==> src/design/madc_pkg.sv <==
package madc_pkg;
  // ----------------------------------------------------------------
  // Sizes
  // ----------------------------------------------------------------
  localparam int CH_W = 5;
  localparam int DATA_W = 12;
  localparam int NCH = 19;          // Channels 0..18 on each converter
  localparam int EXT_CH_TOTAL = 39; // External inputs over all four converters
  localparam int NAWD = 3;
  localparam int NSLOT = 8;
  localparam int NST = 7;

  // ----------------------------------------------------------------
  // Timing
  // ----------------------------------------------------------------
  localparam int CLK_PERIOD_NS = 4;
  localparam int ILV_DLY_NS = 20;   // Partner start offset, interleaved mode
  localparam int ILV_DLY_CYC = (ILV_DLY_NS + CLK_PERIOD_NS - 1) / CLK_PERIOD_NS;

  // ----------------------------------------------------------------
  // Register offsets
  // ----------------------------------------------------------------
  localparam logic [7:0] OFF_CTRL = 8'h00;
  localparam logic [7:0] OFF_STAT = 8'h04;
  localparam logic [7:0] OFF_IMASK = 8'h08;
  localparam logic [7:0] OFF_DIFF = 8'h0C;
  localparam logic [7:0] OFF_SQLEN = 8'h10;
  localparam logic [7:0] OFF_SQ0 = 8'h14;
  localparam logic [7:0] OFF_SQ1 = 8'h18;
  localparam logic [7:0] OFF_JSQ = 8'h1C;
  localparam logic [7:0] OFF_DATA = 8'h20;
  localparam logic [7:0] OFF_JDATA = 8'h24;
  localparam logic [7:0] OFF_STATE = 8'h28;
  localparam logic [7:0] OFF_AWD_THR = 8'h30;
  localparam logic [7:0] OFF_AWD_CH = 8'h40;

  // ----------------------------------------------------------------
  // Field positions
  // ----------------------------------------------------------------
  localparam int C_EN = 0;
  localparam int C_SCAN = 1;
  localparam int C_START = 2;
  localparam int C_RES = 3;     // Two bits
  localparam int C_DUAL = 5;    // Two bits
  localparam int C_DMA = 7;
  localparam int C_RTEN = 8;
  localparam int C_JTEN = 9;
  localparam int C_RSEL = 10;   // Three bits
  localparam int C_JSEL = 13;   // Three bits
  localparam int C_JSTART = 16;
  localparam int SQ_JLEN = 8;
  localparam int THR_HI = 16;
  localparam int S_EOC = 0;
  localparam int S_EOS = 1;
  localparam int S_JEOS = 2;
  localparam int S_AWD = 3;     // Three bits
  localparam int S_OVR = 6;

  // ----------------------------------------------------------------
  // Reset values and write masks
  // ----------------------------------------------------------------
  localparam logic [31:0] REG_RST = 32'h0000_0000;
  localparam logic [31:0] THR_RST = 32'h0FFF_0000;
  localparam logic [31:0] CTRL_WMASK = 32'h0000_FFFB;
  localparam logic [31:0] DIFF_WMASK = 32'h0007_FFFF;
  localparam logic [31:0] SQ_WMASK = 32'h1F1F_1F1F;
  localparam logic [31:0] SQLEN_WMASK = 32'h0000_0107;
  localparam logic [11:0] FULL_MASK = 12'hFFF;

  // ----------------------------------------------------------------
  // Codes
  // ----------------------------------------------------------------
  localparam logic [1:0] DUAL_INDEP = 2'h0;
  localparam logic [1:0] DUAL_SIMUL = 2'h1;
  localparam logic [1:0] DUAL_ILV = 2'h2;
  localparam logic [2:0] SRC_EXT = 3'h0;
  localparam logic [2:0] SRC_TEMP = 3'h1;
  localparam logic [2:0] SRC_VBAT_HALF = 3'h2;
  localparam logic [2:0] SRC_BGAP = 3'h3;
  localparam logic [2:0] SRC_AMPREF = 3'h4;
  localparam logic [4:0] CH_AMPREF_FIRST = 5'h0F;
  localparam logic [4:0] CH_TEMP = 5'h10;
  localparam logic [4:0] CH_BATT = 5'h11;
  localparam logic [4:0] CH_AMPREF = 5'h11;
  localparam logic [4:0] CH_BGAP = 5'h12;
endpackage

==> src/design/madc_chan_map.sv <==
`timescale 1ns/1ps
module madc_chan_map #(
  parameter int CONV_IDX = 1 // Converter number, 1 to 4
) (
  input wire logic [madc_pkg::CH_W-1:0] chan, // Channel being converted
  output logic [2:0] src                      // Analog source select code
);
  import madc_pkg::*;

  // ----------------------------------------------------------------
  // Internal source mapping
  // ----------------------------------------------------------------
  // The battery source selects the divide-by-two bridge, so its code is half the level
  wire is_first = (CONV_IDX == 1);
  wire temp_hit = is_first && (chan == CH_TEMP);
  wire batt_hit = is_first && (chan == CH_BATT);
  wire bgap_hit = (chan == CH_BGAP);
  wire ampr_hit = is_first ? (chan == CH_AMPREF_FIRST) : (chan == CH_AMPREF);

  assign src = temp_hit ? SRC_TEMP :
               batt_hit ? SRC_VBAT_HALF :
               bgap_hit ? SRC_BGAP :
               ampr_hit ? SRC_AMPREF : SRC_EXT;
endmodule // madc_chan_map

==> src/design/madc_awd.sv <==
`timescale 1ns/1ps
module madc_awd (
  input wire logic res_vld,                        // New result this cycle
  input wire logic [madc_pkg::CH_W-1:0] res_chan,  // Channel of the result
  input wire logic [madc_pkg::DATA_W-1:0] res_data, // Result code
  input wire logic [31:0] thr,                      // Low in 11:0, high in 27:16
  input wire logic [31:0] ch_sel,                   // One bit per monitored channel
  output logic hit                                  // Out-of-window pulse
);
  import madc_pkg::*;

  // ----------------------------------------------------------------
  // Window compare
  // ----------------------------------------------------------------
  // Channel bits above the channel count are never written, so they stay clear
  wire [DATA_W-1:0] lo = thr[DATA_W-1:0];
  wire [DATA_W-1:0] hi = thr[THR_HI +: DATA_W];
  wire watched = ch_sel[res_chan];
  wire outside = (res_data < lo) || (res_data > hi);

  assign hit = res_vld && watched && outside;
endmodule // madc_awd

==> src/design/madc_ctrl.sv <==
`timescale 1ns/1ps
module madc_ctrl #(
  parameter int CONV_IDX = 1, // Converter number, 1 to 4
  parameter int NTRIG = 8     // Trigger inputs per timer group
) (
  input wire logic clk,                              // System clock
  input wire logic sys_rst,                          // Synchronous reset
  input wire logic psel,                             // APB select
  input wire logic penable,                          // APB enable
  input wire logic pwrite,                           // APB direction
  input wire logic [7:0] paddr,                      // APB byte address
  input wire logic [31:0] pwdata,                    // APB write data
  output logic [31:0] prdata,                        // APB read data
  output logic pready,                               // APB ready
  output logic pslverr,                              // APB error
  input wire logic [NTRIG-1:0] gp_trig,              // General-purpose timer events
  input wire logic [NTRIG-1:0] adv_trig,             // Advanced timer events
  input wire logic conv_done,                        // Analog core result ready
  input wire logic [madc_pkg::DATA_W-1:0] conv_data, // Analog core result
  output logic conv_start_q,                         // Start pulse to core
  output logic [madc_pkg::CH_W-1:0] conv_chan_q,     // Channel to convert
  output logic conv_diff_q,                          // Differential input
  output logic [1:0] conv_res_q,                     // Resolution code
  output logic [2:0] conv_src_q,                     // Internal source select
  output logic slave_start_q,                        // Start pulse to partner
  input wire logic dma_ack,                          // DMA took the result
  output logic dma_req_q,                            // DMA request level
  output logic [madc_pkg::DATA_W-1:0] dma_data_q,    // Result for DMA
  output logic irq_q                                 // Interrupt level
);
  import madc_pkg::*;

  typedef enum logic [2:0] {S_IDLE, S_RGO, S_RWAIT, S_JGO, S_JWAIT} madc_state_t;

  madc_state_t st_q, st_d;
  logic [31:0] ctrl_q, imask_q, diff_q, sqlen_q, sq0_q, sq1_q, jsq_q;
  logic [NST-1:0] stat_q, stat_d, ev;
  logic [2:0] slot_q, slot_d;
  logic jslot_q, jslot_d, r_act_q, r_act_d, jpend_q;
  logic rtrig_prev_q, jtrig_prev_q, data_vld_q;
  logic [DATA_W-1:0] jdata_q;
  logic [3:0] ilv_cnt_q;
  logic [31:0] rd_mux;
  logic [31:0] awd_thr_q [NAWD];
  logic [31:0] awd_ch_q [NAWD];
  logic [NAWD-1:0] awd_hit, awd_sel;
  logic [31:0] awd_rd [NAWD];
  logic [31:0] awd_rd_or;
  logic [2:0] map_src;

  // ----------------------------------------------------------------
  // APB decode
  // ----------------------------------------------------------------
  // Two-cycle access: ready is high in the second access cycle, and the effect lands at the end of it
  wire acc = psel && penable;
  wire wr_fire = acc && pready && pwrite;
  wire rd_fire = acc && pready && !pwrite;
  wire a_ctrl = (paddr == OFF_CTRL);
  wire a_stat = (paddr == OFF_STAT);
  wire a_imask = (paddr == OFF_IMASK);
  wire a_diff = (paddr == OFF_DIFF);
  wire a_sqlen = (paddr == OFF_SQLEN);
  wire a_sq0 = (paddr == OFF_SQ0);
  wire a_sq1 = (paddr == OFF_SQ1);
  wire a_jsq = (paddr == OFF_JSQ);
  wire a_data = (paddr == OFF_DATA);
  wire a_jdata = (paddr == OFF_JDATA);
  wire a_state = (paddr == OFF_STATE);
  wire fixed_hit = a_ctrl | a_stat | a_imask | a_diff | a_sqlen | a_sq0 | a_sq1 | a_jsq
                   | a_data | a_jdata | a_state;
  wire map_hit = fixed_hit | (|awd_sel);

  // ----------------------------------------------------------------
  // Control fields
  // ----------------------------------------------------------------
  wire en = ctrl_q[C_EN];
  wire scan = ctrl_q[C_SCAN];
  wire [1:0] res = ctrl_q[C_RES +: 2];
  wire [1:0] dual = ctrl_q[C_DUAL +: 2];
  wire dma_en = ctrl_q[C_DMA];
  wire [2:0] rsel = ctrl_q[C_RSEL +: 3];
  wire [2:0] jsel = ctrl_q[C_JSEL +: 3];
  wire [2:0] rlen = sqlen_q[2:0];
  wire jlen = sqlen_q[SQ_JLEN];
  wire sw_start = wr_fire && a_ctrl && pwdata[C_START];
  wire sw_jstart = wr_fire && a_ctrl && pwdata[C_JSTART];

  // ----------------------------------------------------------------
  // Trigger selection and edge detection
  // ----------------------------------------------------------------
  // Timer events come from logic on this clock, so no synchroniser is needed
  wire rtrig_cur = gp_trig[rsel];
  wire jtrig_cur = adv_trig[jsel];
  wire rtrig_edge = ctrl_q[C_RTEN] && rtrig_cur && !rtrig_prev_q;
  wire jtrig_edge = ctrl_q[C_JTEN] && jtrig_cur && !jtrig_prev_q;
  wire rstart = en && (sw_start || rtrig_edge);
  wire jtrig = en && (sw_jstart || jtrig_edge);

  // ----------------------------------------------------------------
  // Sequence slot selection
  // ----------------------------------------------------------------
  wire [31:0] sq_word = slot_q[2] ? sq1_q : sq0_q;
  wire [CH_W-1:0] rchan = sq_word[{slot_q[1:0], 3'h0} +: CH_W];
  wire [CH_W-1:0] jchan = jsq_q[{jslot_q, 3'h0} +: CH_W];
  wire in_jgo = (st_q == S_JGO);
  wire in_rgo = (st_q == S_RGO);
  wire [CH_W-1:0] cur_chan = in_jgo ? jchan : rchan;
  wire r_last = !scan || (slot_q == rlen);
  wire j_last = (jslot_q == jlen);
  wire rdone = (st_q == S_RWAIT) && conv_done;
  wire jdone = (st_q == S_JWAIT) && conv_done;
  wire jtake = in_jgo && !jslot_q;

  // ----------------------------------------------------------------
  // Result shaping
  // ----------------------------------------------------------------
  // Bits below the chosen resolution are cleared so a stale low bit never leaks out
  wire [DATA_W-1:0] res_mask = FULL_MASK << {res, 1'b0};
  wire [DATA_W-1:0] result = conv_data & res_mask;
  wire vld_clr = (dma_ack && dma_req_q) || (rd_fire && a_data);
  wire data_vld_d = rdone || (data_vld_q && !vld_clr);

  // ----------------------------------------------------------------
  // Sequencer next state
  // ----------------------------------------------------------------
  always_comb
  begin
    st_d = st_q;
    slot_d = slot_q;
    jslot_d = jslot_q;
    r_act_d = r_act_q;
    case (st_q)
      S_IDLE:
        if (jpend_q)
          st_d = S_JGO;
        else if (rstart)
        begin
          st_d = S_RGO;
          r_act_d = 1'b1;
          slot_d = 3'h0;
        end
      S_RGO:
        st_d = S_RWAIT;
      S_RWAIT:
        if (conv_done)
        begin
          // A pending injected run waits for the current regular result, never aborts it
          if (r_last)
          begin
            slot_d = 3'h0;
            r_act_d = 1'b0;
            st_d = jpend_q ? S_JGO : S_IDLE;
          end
          else
          begin
            slot_d = slot_q + 3'h1;
            st_d = jpend_q ? S_JGO : S_RGO;
          end
        end
      S_JGO:
        st_d = S_JWAIT;
      S_JWAIT:
        if (conv_done)
        begin
          if (j_last)
          begin
            jslot_d = 1'b0;
            st_d = r_act_q ? S_RGO : S_IDLE;
          end
          else
          begin
            jslot_d = 1'b1;
            st_d = S_JGO;
          end
        end
      default:
        st_d = S_IDLE;
    endcase
  end

  // ----------------------------------------------------------------
  // Sequencer registers
  // ----------------------------------------------------------------
  // A new injected trigger during an injected run is kept and served afterwards
  always_ff @(posedge clk)
  begin
    if (sys_rst)
    begin
      st_q <= S_IDLE;
      slot_q <= 3'h0;
      jslot_q <= 1'b0;
      r_act_q <= 1'b0;
      jpend_q <= 1'b0;
    end
    else
    begin
      st_q <= st_d;
      slot_q <= slot_d;
      jslot_q <= jslot_d;
      r_act_q <= r_act_d;
      jpend_q <= jtrig || (jpend_q && !jtake);
    end
  end

  // ----------------------------------------------------------------
  // Channel map
  // ----------------------------------------------------------------
  madc_chan_map #(
    .CONV_IDX(CONV_IDX)
  ) u_map (
    .chan(cur_chan),
    .src(map_src)
  );

  // ----------------------------------------------------------------
  // Converter drive
  // ----------------------------------------------------------------
  // Channel, mode and start all change on the same edge, so the core sees them together
  always_ff @(posedge clk)
  begin
    if (sys_rst)
    begin
      conv_start_q <= 1'b0;
      conv_chan_q <= '0;
      conv_diff_q <= 1'b0;
      conv_res_q <= 2'h0;
      conv_src_q <= SRC_EXT;
    end
    else
    begin
      conv_start_q <= in_rgo || in_jgo;
      conv_res_q <= res;
      if (in_rgo || in_jgo)
      begin
        conv_chan_q <= cur_chan;
        conv_diff_q <= diff_q[cur_chan];
        conv_src_q <= map_src;
      end
    end
  end

  // ----------------------------------------------------------------
  // Partner converter start
  // ----------------------------------------------------------------
  // Simultaneous mode also covers injected runs, which single-shunt current reading needs
  wire ilv_load = in_rgo && (dual == DUAL_ILV);
  wire simul_go = (dual == DUAL_SIMUL) && (in_rgo || in_jgo);
  always_ff @(posedge clk)
  begin
    if (sys_rst)
    begin
      ilv_cnt_q <= 4'h0;
      slave_start_q <= 1'b0;
    end
    else
    begin
      ilv_cnt_q <= ilv_load ? 4'(ILV_DLY_CYC) : (ilv_cnt_q != 4'h0) ? ilv_cnt_q - 4'h1 : 4'h0;
      slave_start_q <= simul_go || (ilv_cnt_q == 4'h1);
    end
  end

  // ----------------------------------------------------------------
  // Results, DMA handover and trigger history
  // ----------------------------------------------------------------
  always_ff @(posedge clk)
  begin
    if (sys_rst)
    begin
      dma_data_q <= '0;
      jdata_q <= '0;
      data_vld_q <= 1'b0;
      dma_req_q <= 1'b0;
      rtrig_prev_q <= 1'b0;
      jtrig_prev_q <= 1'b0;
    end
    else
    begin
      if (rdone)
        dma_data_q <= result;
      if (jdone)
        jdata_q <= result;
      data_vld_q <= data_vld_d;
      dma_req_q <= dma_en && data_vld_d;
      rtrig_prev_q <= rtrig_cur;
      jtrig_prev_q <= jtrig_cur;
    end
  end

  // ----------------------------------------------------------------
  // Watchdogs with their threshold and channel registers
  // ----------------------------------------------------------------
  generate
    for (genvar i = 0; i < NAWD; i++)
    begin : g_awd
      wire a_thr = (paddr == OFF_AWD_THR + 8'(4 * i));
      wire a_ch = (paddr == OFF_AWD_CH + 8'(4 * i));
      assign awd_sel[i] = a_thr | a_ch;
      assign awd_rd[i] = a_thr ? awd_thr_q[i] : a_ch ? awd_ch_q[i] : 32'h0000_0000;

      // Threshold and channel set
      always_ff @(posedge clk)
      begin
        if (sys_rst)
        begin
          awd_thr_q[i] <= THR_RST;
          awd_ch_q[i] <= REG_RST;
        end
        else if (wr_fire && a_thr)
          awd_thr_q[i] <= pwdata & {4'h0, FULL_MASK, 4'h0, FULL_MASK};
        else if (wr_fire && a_ch)
          awd_ch_q[i] <= pwdata & DIFF_WMASK;
      end

      madc_awd u_awd (
        .res_vld(rdone || jdone),
        .res_chan(conv_chan_q),
        .res_data(result),
        .thr(awd_thr_q[i]),
        .ch_sel(awd_ch_q[i]),
        .hit(awd_hit[i])
      );
    end
  endgenerate

  // ----------------------------------------------------------------
  // Status events and interrupt
  // ----------------------------------------------------------------
  // Overrun: a regular result lands while the previous one was still unclaimed
  always_comb
  begin
    ev = '0;
    ev[S_EOC] = rdone;
    ev[S_EOS] = rdone && r_last;
    ev[S_JEOS] = jdone && j_last;
    ev[S_AWD +: NAWD] = awd_hit;
    ev[S_OVR] = rdone && data_vld_q && !vld_clr;
    stat_d = ev | (stat_q & ~((wr_fire && a_stat) ? pwdata[NST-1:0] : '0));
  end

  // ----------------------------------------------------------------
  // Software registers
  // ----------------------------------------------------------------
  always_ff @(posedge clk)
  begin
    if (sys_rst)
    begin
      ctrl_q <= REG_RST;
      imask_q <= REG_RST;
      diff_q <= REG_RST;
      sqlen_q <= REG_RST;
      sq0_q <= REG_RST;
      sq1_q <= REG_RST;
      jsq_q <= REG_RST;
      stat_q <= '0;
      irq_q <= 1'b0;
    end
    else
    begin
      if (wr_fire && a_ctrl)
        ctrl_q <= pwdata & CTRL_WMASK;
      if (wr_fire && a_imask)
        imask_q <= {25'h0, pwdata[NST-1:0]};
      if (wr_fire && a_diff)
        diff_q <= pwdata & DIFF_WMASK;
      if (wr_fire && a_sqlen)
        sqlen_q <= pwdata & SQLEN_WMASK;
      if (wr_fire && a_sq0)
        sq0_q <= pwdata & SQ_WMASK;
      if (wr_fire && a_sq1)
        sq1_q <= pwdata & SQ_WMASK;
      if (wr_fire && a_jsq)
        jsq_q <= pwdata & {16'h0, SQ_WMASK[15:0]};
      stat_q <= stat_d;
      irq_q <= |(stat_d & imask_q[NST-1:0]);
    end
  end

  // ----------------------------------------------------------------
  // Read path
  // ----------------------------------------------------------------
  always_comb
  begin
    awd_rd_or = '0;
    for (int k = 0; k < NAWD; k++)
      awd_rd_or = awd_rd_or | awd_rd[k];
    case (1'b1)
      a_ctrl: rd_mux = ctrl_q;
      a_stat: rd_mux = {25'h0, stat_q};
      a_imask: rd_mux = imask_q;
      a_diff: rd_mux = diff_q;
      a_sqlen: rd_mux = sqlen_q;
      a_sq0: rd_mux = sq0_q;
      a_sq1: rd_mux = sq1_q;
      a_jsq: rd_mux = jsq_q;
      a_data: rd_mux = {20'h0, dma_data_q};
      a_jdata: rd_mux = {20'h0, jdata_q};
      a_state: rd_mux = {24'h0, data_vld_q, jpend_q, r_act_q, slot_q, st_q != S_IDLE, jslot_q};
      default: rd_mux = awd_rd_or;
    endcase
  end

  // APB answer; unmapped addresses complete with an error and read zero
  always_ff @(posedge clk)
  begin
    if (sys_rst)
    begin
      pready <= 1'b0;
      pslverr <= 1'b0;
      prdata <= '0;
    end
    else
    begin
      pready <= acc && !pready;
      pslverr <= acc && !pready && !map_hit;
      prdata <= (acc && !pready && !pwrite) ? rd_mux : 32'h0000_0000;
    end
  end
endmodule // madc_ctrl

==> config.mk <==
export PLATFORM = sky130hd
export DESIGN_NAME = madc_ctrl
export DESIGN_NICKNAME = d
export VERILOG_FILES = /design/src/design/madc_pkg.sv /design/src/design/madc_chan_map.sv /design/src/design/madc_awd.sv /design/src/design/madc_ctrl.sv
export SDC_FILE = /design/constraint.sdc
export NUM_CORES = 1
export LEC_CHECK = 0
export BUFFER_PORTS_ARGS = -buffer_cell sky130_fd_sc_hd__buf_2
export CORE_MARGIN = 3
export CORE_UTILIZATION = 47
export CTS_CLUSTER_DIAMETER = 100
export CTS_CLUSTER_SIZE = 24
export DETAILED_ROUTE_END_ITERATION = 8
export GPL_TIMING_DRIVEN = 0
export HOLD_SLACK_MARGIN = 0.06
export PLACE_DENSITY = 0.7
export SETUP_SLACK_MARGIN = 0.02
export SYNTH_ARGS = -nofsm -noshare
export SYNTH_HDL_FRONTEND = slang
export SYNTH_SLANG_ARGS = --single-unit
==> constraint.sdc <==
create_clock -name clk -period 8.5 [get_ports clk]
set_input_delay 0.85 -clock clk [delete_from_list [all_inputs] [get_ports clk]]
set_output_delay 0.85 -clock clk [all_outputs]
set_load 0.02 [all_outputs]
* Yosys cells after proc, flatten, opt, wreduce, memory -nomap -nowiden *
Memory sizes are Yosys's and may differ from the RTL's.
Cells that the tools add are included.

word-level totals
  bits in writable memories = 129
  logic and storage cells = 291
  memories = 2
  output and inout port bits = 61
  flip-flop bits (word level) = 191

cells by class
  mux-type cells = 88
  shift operators = 3
  reduce and logical (&&, ||, !) cells = 87
  magnitude comparators = 10
  add/sub/neg operators = 2
  bitwise gates (word level) = 29
  equality and inequality tests = 35

memory list
  name       words  width  read ports  clocked after memory_dff  write ports  line             RTL
  awd_thr_q  3      24     3           0                         3            madc_ctrl.sv:44  logic [31:0] awd_thr_q [NAWD];
  awd_ch_q   3      19     3           0                         3            madc_ctrl.sv:45  logic [31:0] awd_ch_q [NAWD];

operators with widths
  operator                                       count
  two-way mux 29 bit                             7
  two-way mux 32 bit                             6
  two-way mux 19 bit                             5
  two-way mux 24 bit                             3
  OR 32 bit                                      2
  logical AND 1 bit                              49
  == test 8 x 6 -> 1 bit, second input constant  6
  two-way mux 16 bit                             3
  two-way mux 3 bit                              14
  > comparator 12 bit                            3
  less-than comparator 12 bit                    3
  two-way mux 1 bit                              35
  == test 8 x 5 -> 1 bit, second input constant  4
  variable part select 32 x 5 -> 5 bit           1
  variable part select 32 x 6 -> 5 bit           1
  == test 8 x 7 -> 1 bit, second input constant  3
  binary-select mux 1 bit (select 5 bit)         4
  OR 1 bit                                       20
  == test 8 x 4 -> 1 bit, second input constant  2
  == test 5 bit, second input constant           3
  one-hot mux 3 bit (5 select lines)             1
  AND 7 bit                                      2
  OR reduction 7 bit                             2
  OR reduction 13 bit                            1
  41 further kinds                               74

* Logic depth before layout (Yosys ltp) *
Gate-level depths: netlist of run 1.

  depth after elaboration = 16
  depth in mapped cells = 11
  gate-level depth less buffers = 10

* By module *
Synthesis of run 1 repeated with hierarchy kept, for this count alone.

second synthesis, totals
  cells, all modules = 1786
  area, all modules = 16887.4 um2

by module, submodules not included
  module         instances  area an instance (um2)  cells an instance
  madc_ctrl      1          14288.7                 1465
  madc_awd       3          853.3                   105
  madc_chan_map  1          38.8                    6

* Worst setup path after synthesis of run 1 *
Ideal clock, no wire load.

  path kind = input port to flip-flop
  start point = input paddr[2]
  end point = memory awd_thr_q[1][0] (netlist bit) (enable)
  required time = 8.062 ns
  buffers on the path = 4
  setup time = 0.438 ns
  path slack = 4.133 ns
  arrival time = 3.928 ns
  stages = 8
  path through = buf_2 or4b_1 buf_2 nor2_1 buf_2 inv_1 clkbuf_1 o21ai_0

RTL lines
  item             line             RTL
  start, declared  madc_ctrl.sv:11  input wire logic [7:0] paddr,
  end, declared    madc_ctrl.sv:44

* Worst setup path after layout of run 1 *
  start point = register ctrl_q[4]
  end point = register irq_q

on the way
  longest elaborated chain between the ends = 8
  elaborated cells on any way between the ends = 17

ends and longest elaborated chain
  item                                                                       line              RTL
  start, declared                                                            madc_ctrl.sv:36   logic [31:0] ctrl_q, imask_q, diff_q, sqlen_q, sq0_q, sq1_q, jsq_q;
  start signal, assigned                                                     madc_ctrl.sv:360  ctrl_q <= pwdata & CTRL_WMASK;
  left shift 12 x 3 -> 12 bit (*)                                            madc_ctrl.sv:118  wire [DATA_W-1:0] res_mask = FULL_MASK << {res, 1'b0};
  AND 12 bit (*)                                                             madc_ctrl.sv:119  wire [DATA_W-1:0] result = conv_data & res_mask;
  via g_awd[0].u_awd.res_data, one bit                                       madc_awd.sv:5     input wire logic [madc_pkg::DATA_W-1:0] res_data,
  less-than comparator 12 bit / > comparator 12 bit (equally long branches)  madc_awd.sv:19    wire outside = (res_data < lo) || (res_data > hi);
  logical OR 1 bit                                                           madc_awd.sv:19
  logical AND 1 bit                                                          madc_awd.sv:21    assign hit = res_vld && watched && outside;
  OR 7 bit (*)                                                               madc_ctrl.sv:337  stat_d = ev | (stat_q & ~((wr_fire && a_stat) ? pwdata[NST-1:0] : '0));
  AND 7 bit (*)                                                              madc_ctrl.sv:374  irq_q <= |(stat_d & imask_q[NST-1:0]);
  OR reduction 7 bit (*)                                                     madc_ctrl.sv:374
  end signal, assigned                                                       madc_ctrl.sv:374
  end, declared                                                              madc_ctrl.sv:29   output logic irq_q

Mark *: on every way through the listed nets, which the timed path passes. The rest lies on a longest branch.
A chain may end at the register's enable or synchronous reset.

==> impl_metrics.toml, run 1 <==
[route]
drt-initial-drc-count = 2242
drc = 0
avgRoutedWirePerCell_um = 28.7
wirelength_um = 67500
viasPerCell = 6.44
first_pass_iters = 7
vias = 15124
ant_nets = 0

[synthesis]
synthFlopType = "dfxtp_1"
ys_seq_elements = 317
synth-seq-area-share = 0.466
syn-cell-area_um2 = 16400
synth_top_area_cell = "edfxtp_1"
yosys-top-cells-count = "nand2_1 (285), dfxtp_1 (188), a21oi_1 (173)"
synth.most_common_cell = "nand2_1"
synth_edf_count = 129
synth_cells = 1744
synth_top_area_frac = 0.236
synth.avg_cell_area_um2 = 9.40
async_reset_ff_frac = 0
yosys_warnings = 0
ys_top_cells_by_area = "edfxtp_1 (24%), dfxtp_1 (23%), nand2_1 (6.5%)"
ys_types = 84

[clocking]
htree_levels = 1
post_cts_resized = 0
cts-root-buf = "clkbuf_16"
clockBufferDepth = 3
post_cts_buffers = 0
holdBufCountCts = 0
cts_sinks = 317
clkTransAtPathRegs_ps = 120
worstSkewPairLatency_ps = 540
cts_inserted_buffers = 17
cts_tree = "yes"

[critical_path]
criticalPathCategory = "register to register"
crit-reg2reg-launch = "ctrl_q[4]"
crit_fanout = 10
worst_r2r_endpoint = "irq_q"
path_cells = "clkbuf_1 -> a21boi_1 -> buf_6 -> ha_1 -> nand2_1 -> or4_1 -> or3_1 -> a311oi_1 -> nor3b_1 -> o41a_1"
arrival_ps = 4800
critical_path.slowest_cell = "a311oi_1"
worstPathRequired_ps = 8910
ff2ff_path_depth = 10
cp-start-kind = "register"
cp-end-kind = "register"
r2r_slack_ps = 4110
slowest_delay_ps = 680

[min_path]
holdPathEnd = "conv_src_q[1]"
hp-class = "register to register"
min_from = "conv_src_q[1]"
holdPathStages = 2

[global_routing]
grt_usage = 0.357
antenna_found_initial = 1
grt_overflow = 0
grt_max_degree = 26
grt_pass1_wl_um = 95400
grt_pass1_vias = 13813

[cells_and_area]
syn2layout_area_growth_pct = 10.9
layout-drive-gt1-share = 0.117
final_area_um2 = 18200
layout.nets = 2034

[floorplan]
ios = 136
row_count = 67
initial_core_util = 0.483
die_area_um2 = 37200
die-height_um = 193
coreArea_um2 = 34000
die_w_um = 193

[place]
pre_cts_ws_ps = 3770
place_area_um2 = 17700
place_congestion = 0.983
dp_hpwl_um = 51200
port_buffers = 125

[flow_run]
drv_cap = 1

[timing]
setup_viol = 0
finalMaxSlewViolations = 12
setup_slack_ps = 4110
final-hold-violation-count = 0
fin_skew_ps = 29.9
worstMarginPinSlew_ps = 1540
max_freq_mhz = 228
min_period_over_period = 0.517
rsz0062_at_grt = "no"
whs_ps = 459
fin_setup_tns_ps = 0
period_minus_slack_ps = 4390
relSlewSlack = -0.0376

[power_and_ir_drop]
p_per_area_nw_per_um2 = 155
leakagePower_nw = 6.65
peakVddDrop_uv = 140
finalPower_w = 0.00282

[status]
violations = "capacitance limit, slew limit"
status = "finished, violations left"
## registers in the layout, summed over array words and instances, names as in the netlist, 5 cells and up
register     count
awd_ch_q        57
awd_thr_q       72
conv_chan_q      5
ctrl_q          15
diff_q          19
dma_data_q      12
imask_q          7
jdata_q         12
jsq_q           10
prdata          29
sq0_q           20
sq1_q           20
stat_q           7
## worst max-delay path, delay by kind of cell (launching register included)
kind / cells / cell delay [ps]
compound gates: 3 / 1620
fa+ha+maj: 1 / 290
buf+inv: 2 / 870
flops: 1 / 430
simple gates: 4 / 1040
## final cells by class
class                      instances  area [um2]
clock inverter                     3        45.0
antenna                            1        2.50
inverter                          79         297
sequential                       317        7640
clock buffer                      23         469
timing repair buffer             128         679
tap                              448         561
buffer                           121         492
multi-input combinational       1229        7990
fill                            3196       15800
## cell usage in the layout, fill, tap and decap left out, drive strengths merged, types with 10 or more instances in the layout
master   instances
clkbuf         121
buf            151
a22oi           45
or3             29
and2           102
a211oi          15
dfxtp          188
nor3            24
a31oi           11
nand3           35
mux2i           27
ha              66
nand2b          20
nand2          285
a21o            11
nor2            90
nor2b           19
inv             80
and3            10
a222oi          21
o21ai           39
a21oi          173
edfxtp         129
a221oi          16
mux4            26
a2111oi         11
## cells by family (layout without fill, tap and decap cells)
logic type / Yosys count / count (layout) / share of synthesized area
AND/OR/NAND/NOR: 667 / 667 / 0.202
AO/OA/AOI/OAI: 428 / 428 / 0.175
flip-flops: 317 / 317 / 0.466
buffers and inverters: 200 / 354 / 0.0481
adder cells (fa/ha/maj): 67 / 67 / 0.0510
multiplexers: 56 / 56 / 0.0543
XOR/XNOR: 8 / 8 / 0.00427
other: 1 / 4 / 0.000229
## layer usage
layer,vias to the layer above,wire (um),global-route usage
li1,6600,-,-
met1,7304,27000,0.509
met2,1044,29500,0.545
met3,174,8140,0.0649
met4,2,2850,0.123
met5,-,12,0
## worst max path at each step
stage	startpoint	endpoint	slack (ps)
after global routing	ctrl_q[4]	irq_q	4050
after floorplan	paddr[2]	awd_thr_q[1][0]	4130
after global placement	paddr[5]	awd_thr_q[0][0]	2190
after detailed placement	paddr[1]	awd_thr_q[2][3]	3770
final	ctrl_q[4]	irq_q	4110
after CTS	ctrl_q[4]	irq_q	4180
## per-stage QoR
stage	std cells	utilization
after CTS	2348	0.535
after floorplan	1746	-
after detailed placement	2322	0.520
final	2349	0.535
after global routing	2348	0.535
after global placement	2319	0.518
## where the power goes
group          switching (W)  internal [W]
clock network       0.000536      0.000425
logic               0.000166     0.0000740
registers          0.0000183       0.00160
total               0.000720       0.00210
No activity file was read; power rests on OpenSTA's default activity.
==> run 2, diff against run 1 <==
--- a/config.mk
+++ b/config.mk
@@ -5,6 +5,7 @@
 export SDC_FILE = /design/constraint.sdc
 export NUM_CORES = 1
 export LEC_CHECK = 0
+export ABC_AREA = 1
 export BUFFER_PORTS_ARGS = -buffer_cell sky130_fd_sc_hd__buf_2
 export CORE_MARGIN = 3
 export CORE_UTILIZATION = 47
@@ -13,7 +14,7 @@
 export DETAILED_ROUTE_END_ITERATION = 8
 export GPL_TIMING_DRIVEN = 0
 export HOLD_SLACK_MARGIN = 0.06
-export PLACE_DENSITY = 0.7
+export PLACE_DENSITY = 0.73
 export SETUP_SLACK_MARGIN = 0.02
 export SYNTH_ARGS = -nofsm -noshare
 export SYNTH_HDL_FRONTEND = slang
==> constraint.sdc (replaced) <==
create_clock -name clk -period 4 [get_ports clk]
set_input_delay 0.4 -clock clk [delete_from_list [all_inputs] [get_ports clk]]
set_output_delay 0.4 -clock clk [all_outputs]
set_load 0.02 [all_outputs]
==> run 2 against run 1 <==
Effect of this change: the flow now finishes without violations; area after synthesis down 0.59%; count of clock-buffer cells in the layout increased by 4; maximum frequency rose by 37%; utilization fell by 0.096 points; critical endpoint is now prdata[15]; synthesized cell count increased by 21%; register-to-register slack lost 3300 ps; clock skew down 7.3 ps; routed wire length shrank 8.6%; final area shrank 0.43%.
==> impl_metrics.toml, run 2 <==
[power_and_ir_drop]
peakVddDrop_uv = 336
leakagePower_nw = 7.77
p_per_area_nw_per_um2 = 325

[synthesis]
synth_top_area_cell = "edfxtp_1"
async_reset_ff_frac = 0
syn-cell-area_um2 = 16300
synthFlopType = "dfxtp_1"
synth_edf_count = 129
yosys_warnings = 0
ys_seq_elements = 317
yosys-top-cells-count = "nand2_1 (410), inv_1 (256), nor2_1 (228)"
synth.most_common_cell = "nand2_1"
ys_types = 43
synth_top_area_frac = 0.238
synth-seq-area-share = 0.469
synth.avg_cell_area_um2 = 7.70
ys_top_cells_by_area = "edfxtp_1 (24%), dfxtp_1 (23%), nand2_1 (9.4%)"
synth_cells = 2115

[floorplan]
die-height_um = 192
ios = 136
initial_core_util = 0.481
die_w_um = 192
die_area_um2 = 36900
row_count = 67
coreArea_um2 = 33900

[route]
ant_nets = 0
vias = 15993
first_pass_iters = 6
drc = 0
drt-initial-drc-count = 1974
wirelength_um = 61700
viasPerCell = 5.86
avgRoutedWirePerCell_um = 22.6

[global_routing]
grt_usage = 0.329
antenna_found_initial = 0
gr-usage-met1 = 0.435
grt_pass1_vias = 15087
grt_overflow = 0
use_met2 = 0.509
use_met3 = 0.0874
grt_max_degree = 26
busiest_layer = "met2"
grt_pass1_wl_um = 90800

[clocking]
post_cts_resized = 0
htree_levels = 1
holdBufCountCts = 0
clockBufferDepth = 3
clkTransAtPathRegs_ps = 100
post_cts_buffers = 0
cts_inserted_buffers = 17
cts_sinks = 317
cts_tree = "yes"
worstSkewPairLatency_ps = 520
cts-root-buf = "clkbuf_16"

[cells_and_area]
top_register = "awd_thr_q"
layout.cells.non_filler = 2727
layout-drive-gt1-share = 0.111
layout.nets = 2411
layout_common_cells = "nand2_1 (410), inv_1 (256), nor2_1 (228), o21ai_0 (215), a21oi_1 (212)"
largest_reg_flops = 72
syn2layout_area_growth_pct = 11.1
utilization = 0.534
layout_commonest_cell = "nand2_1"
antennaDiodeCount = 0
reg.largest.list = "awd_thr_q x72, awd_ch_q x57, prdata x29"

[critical_path]
setup.worst_path.start = "pready"
slowest_delay_ps = 660
worst_r2r_endpoint = "prdata[15]"
path_cells = "nor2_1 -> nand2_1 -> nor2_1 -> nand2_1 -> nor2_1 -> nand4_1 -> o221ai_1"
cp-start-kind = "register"
critical_path.slowest_cell = "nand4_1"
arrival_ps = 3610
ff2ff_path_depth = 7
cp-end-kind = "register"
cp-endpoint = "prdata[15]"
worstPathRequired_ps = 4410
crit_fanout = 7
criticalPathCategory = "register to register"
crit_top_cell = "nor2_1"
crit-reg2reg-launch = "pready"
r2r_slack_ps = 800

[timing]
final-hold-violation-count = 0
rsz0062_at_grt = "no"
max_freq_mhz = 313
worstMarginPinSlew_ps = 1090
fin_skew_ps = 22.5
period_minus_slack_ps = 3200
finalMaxSlewViolations = 0
min_period_over_period = 0.799
relSlewSlack = 0.271
setup_viol = 0

[status]
status = "finished clean"

[min_path]
hp-class = "primary input to register"

[place]
place_inst = 2699
place_congestion = 1.00
dp_hpwl_um = 46700
port_buffers = 129

[flow_run]
drv_cap = 0
==> run 2: worst min-delay path by stage <==
| stage | endpoint | cells past startpoint | slack (ps) | from |
|---|---|---|---|---|
| final | awd_thr_q[2][17] | 3 | 170 | pwdata[21] |
| after CTS | awd_thr_q[2][17] | 3 | 160 | pwdata[21] |
| after global placement | jdata_q[10] | 2 | 440 | jdata_q[10] |
| after global routing | sq0_q[27] | 3 | 170 | pwdata[27] |
| after floorplan | prdata[9] | 2 | 430 | ctrl_q[9] |
| after detailed placement | jdata_q[9] | 2 | 450 | jdata_q[9] |
==> run 2: worst max-delay path: cells and delay by family, from the launching register on <==
| kind | cells | cell delay, ps |
|---|---|---|
| AOI/OAI and AO/OA | 1 | 380 |
| DFF | 1 | 370 |
| and+or+nand+nor | 6 | 2340 |
==> run 2: final cells by class <==
type	count	area, um2
buffer	90	404
clock buffer	27	463
clock inverter	1	20.0
fill	3308	15800
inverter	281	1050
multi-input combinational	1429	7240
sequential	317	7640
tap	448	561
timing repair buffer	134	721
==> run 2: routing by layer <==
layer  vias to the layer above  share of wire
met5                         -              0
met3                       167           0.13
met2                      1029           0.43
li1                       7340              -
met1                      7457           0.39
met4                         0          0.051
==> run 2: power by group <==
part           switching (W)  total [W]  internal [W]
registers          0.0000305    0.00344       0.00341
logic               0.000369   0.000525      0.000156
clock network        0.00110    0.00192      0.000820
total                0.00150    0.00588       0.00438
==> run 2: cell families after synthesis <==
logic type                 Yosys count  share of synthesized area
and+or+nand+nor                    819                      0.210
AOI/OAI and AO/OA                  531                      0.175
buffers and inverters              371                     0.0895
DFF                                317                      0.469
adders and majority gates           66                     0.0507
xor gates and xnor gates            10                    0.00538
other                                1                   0.000230
==> run 2: per-stage QoR <==
stage	setup slack (ps)	hold WS, ps	total power, W	setup TNS, ps	instance area [um2]
2_1_floorplan	668	426	0.00379	0	16300
3_3_place_gp	-1170	443	0.00399	-76950	17500
5_1_grt	657	170	0.00605	0	18100
4_1_cts	951	161	0.00588	0	18100
6_report	804	166	0.00588	0	18100
3_5_place_dp	729	454	0.00402	0	17600
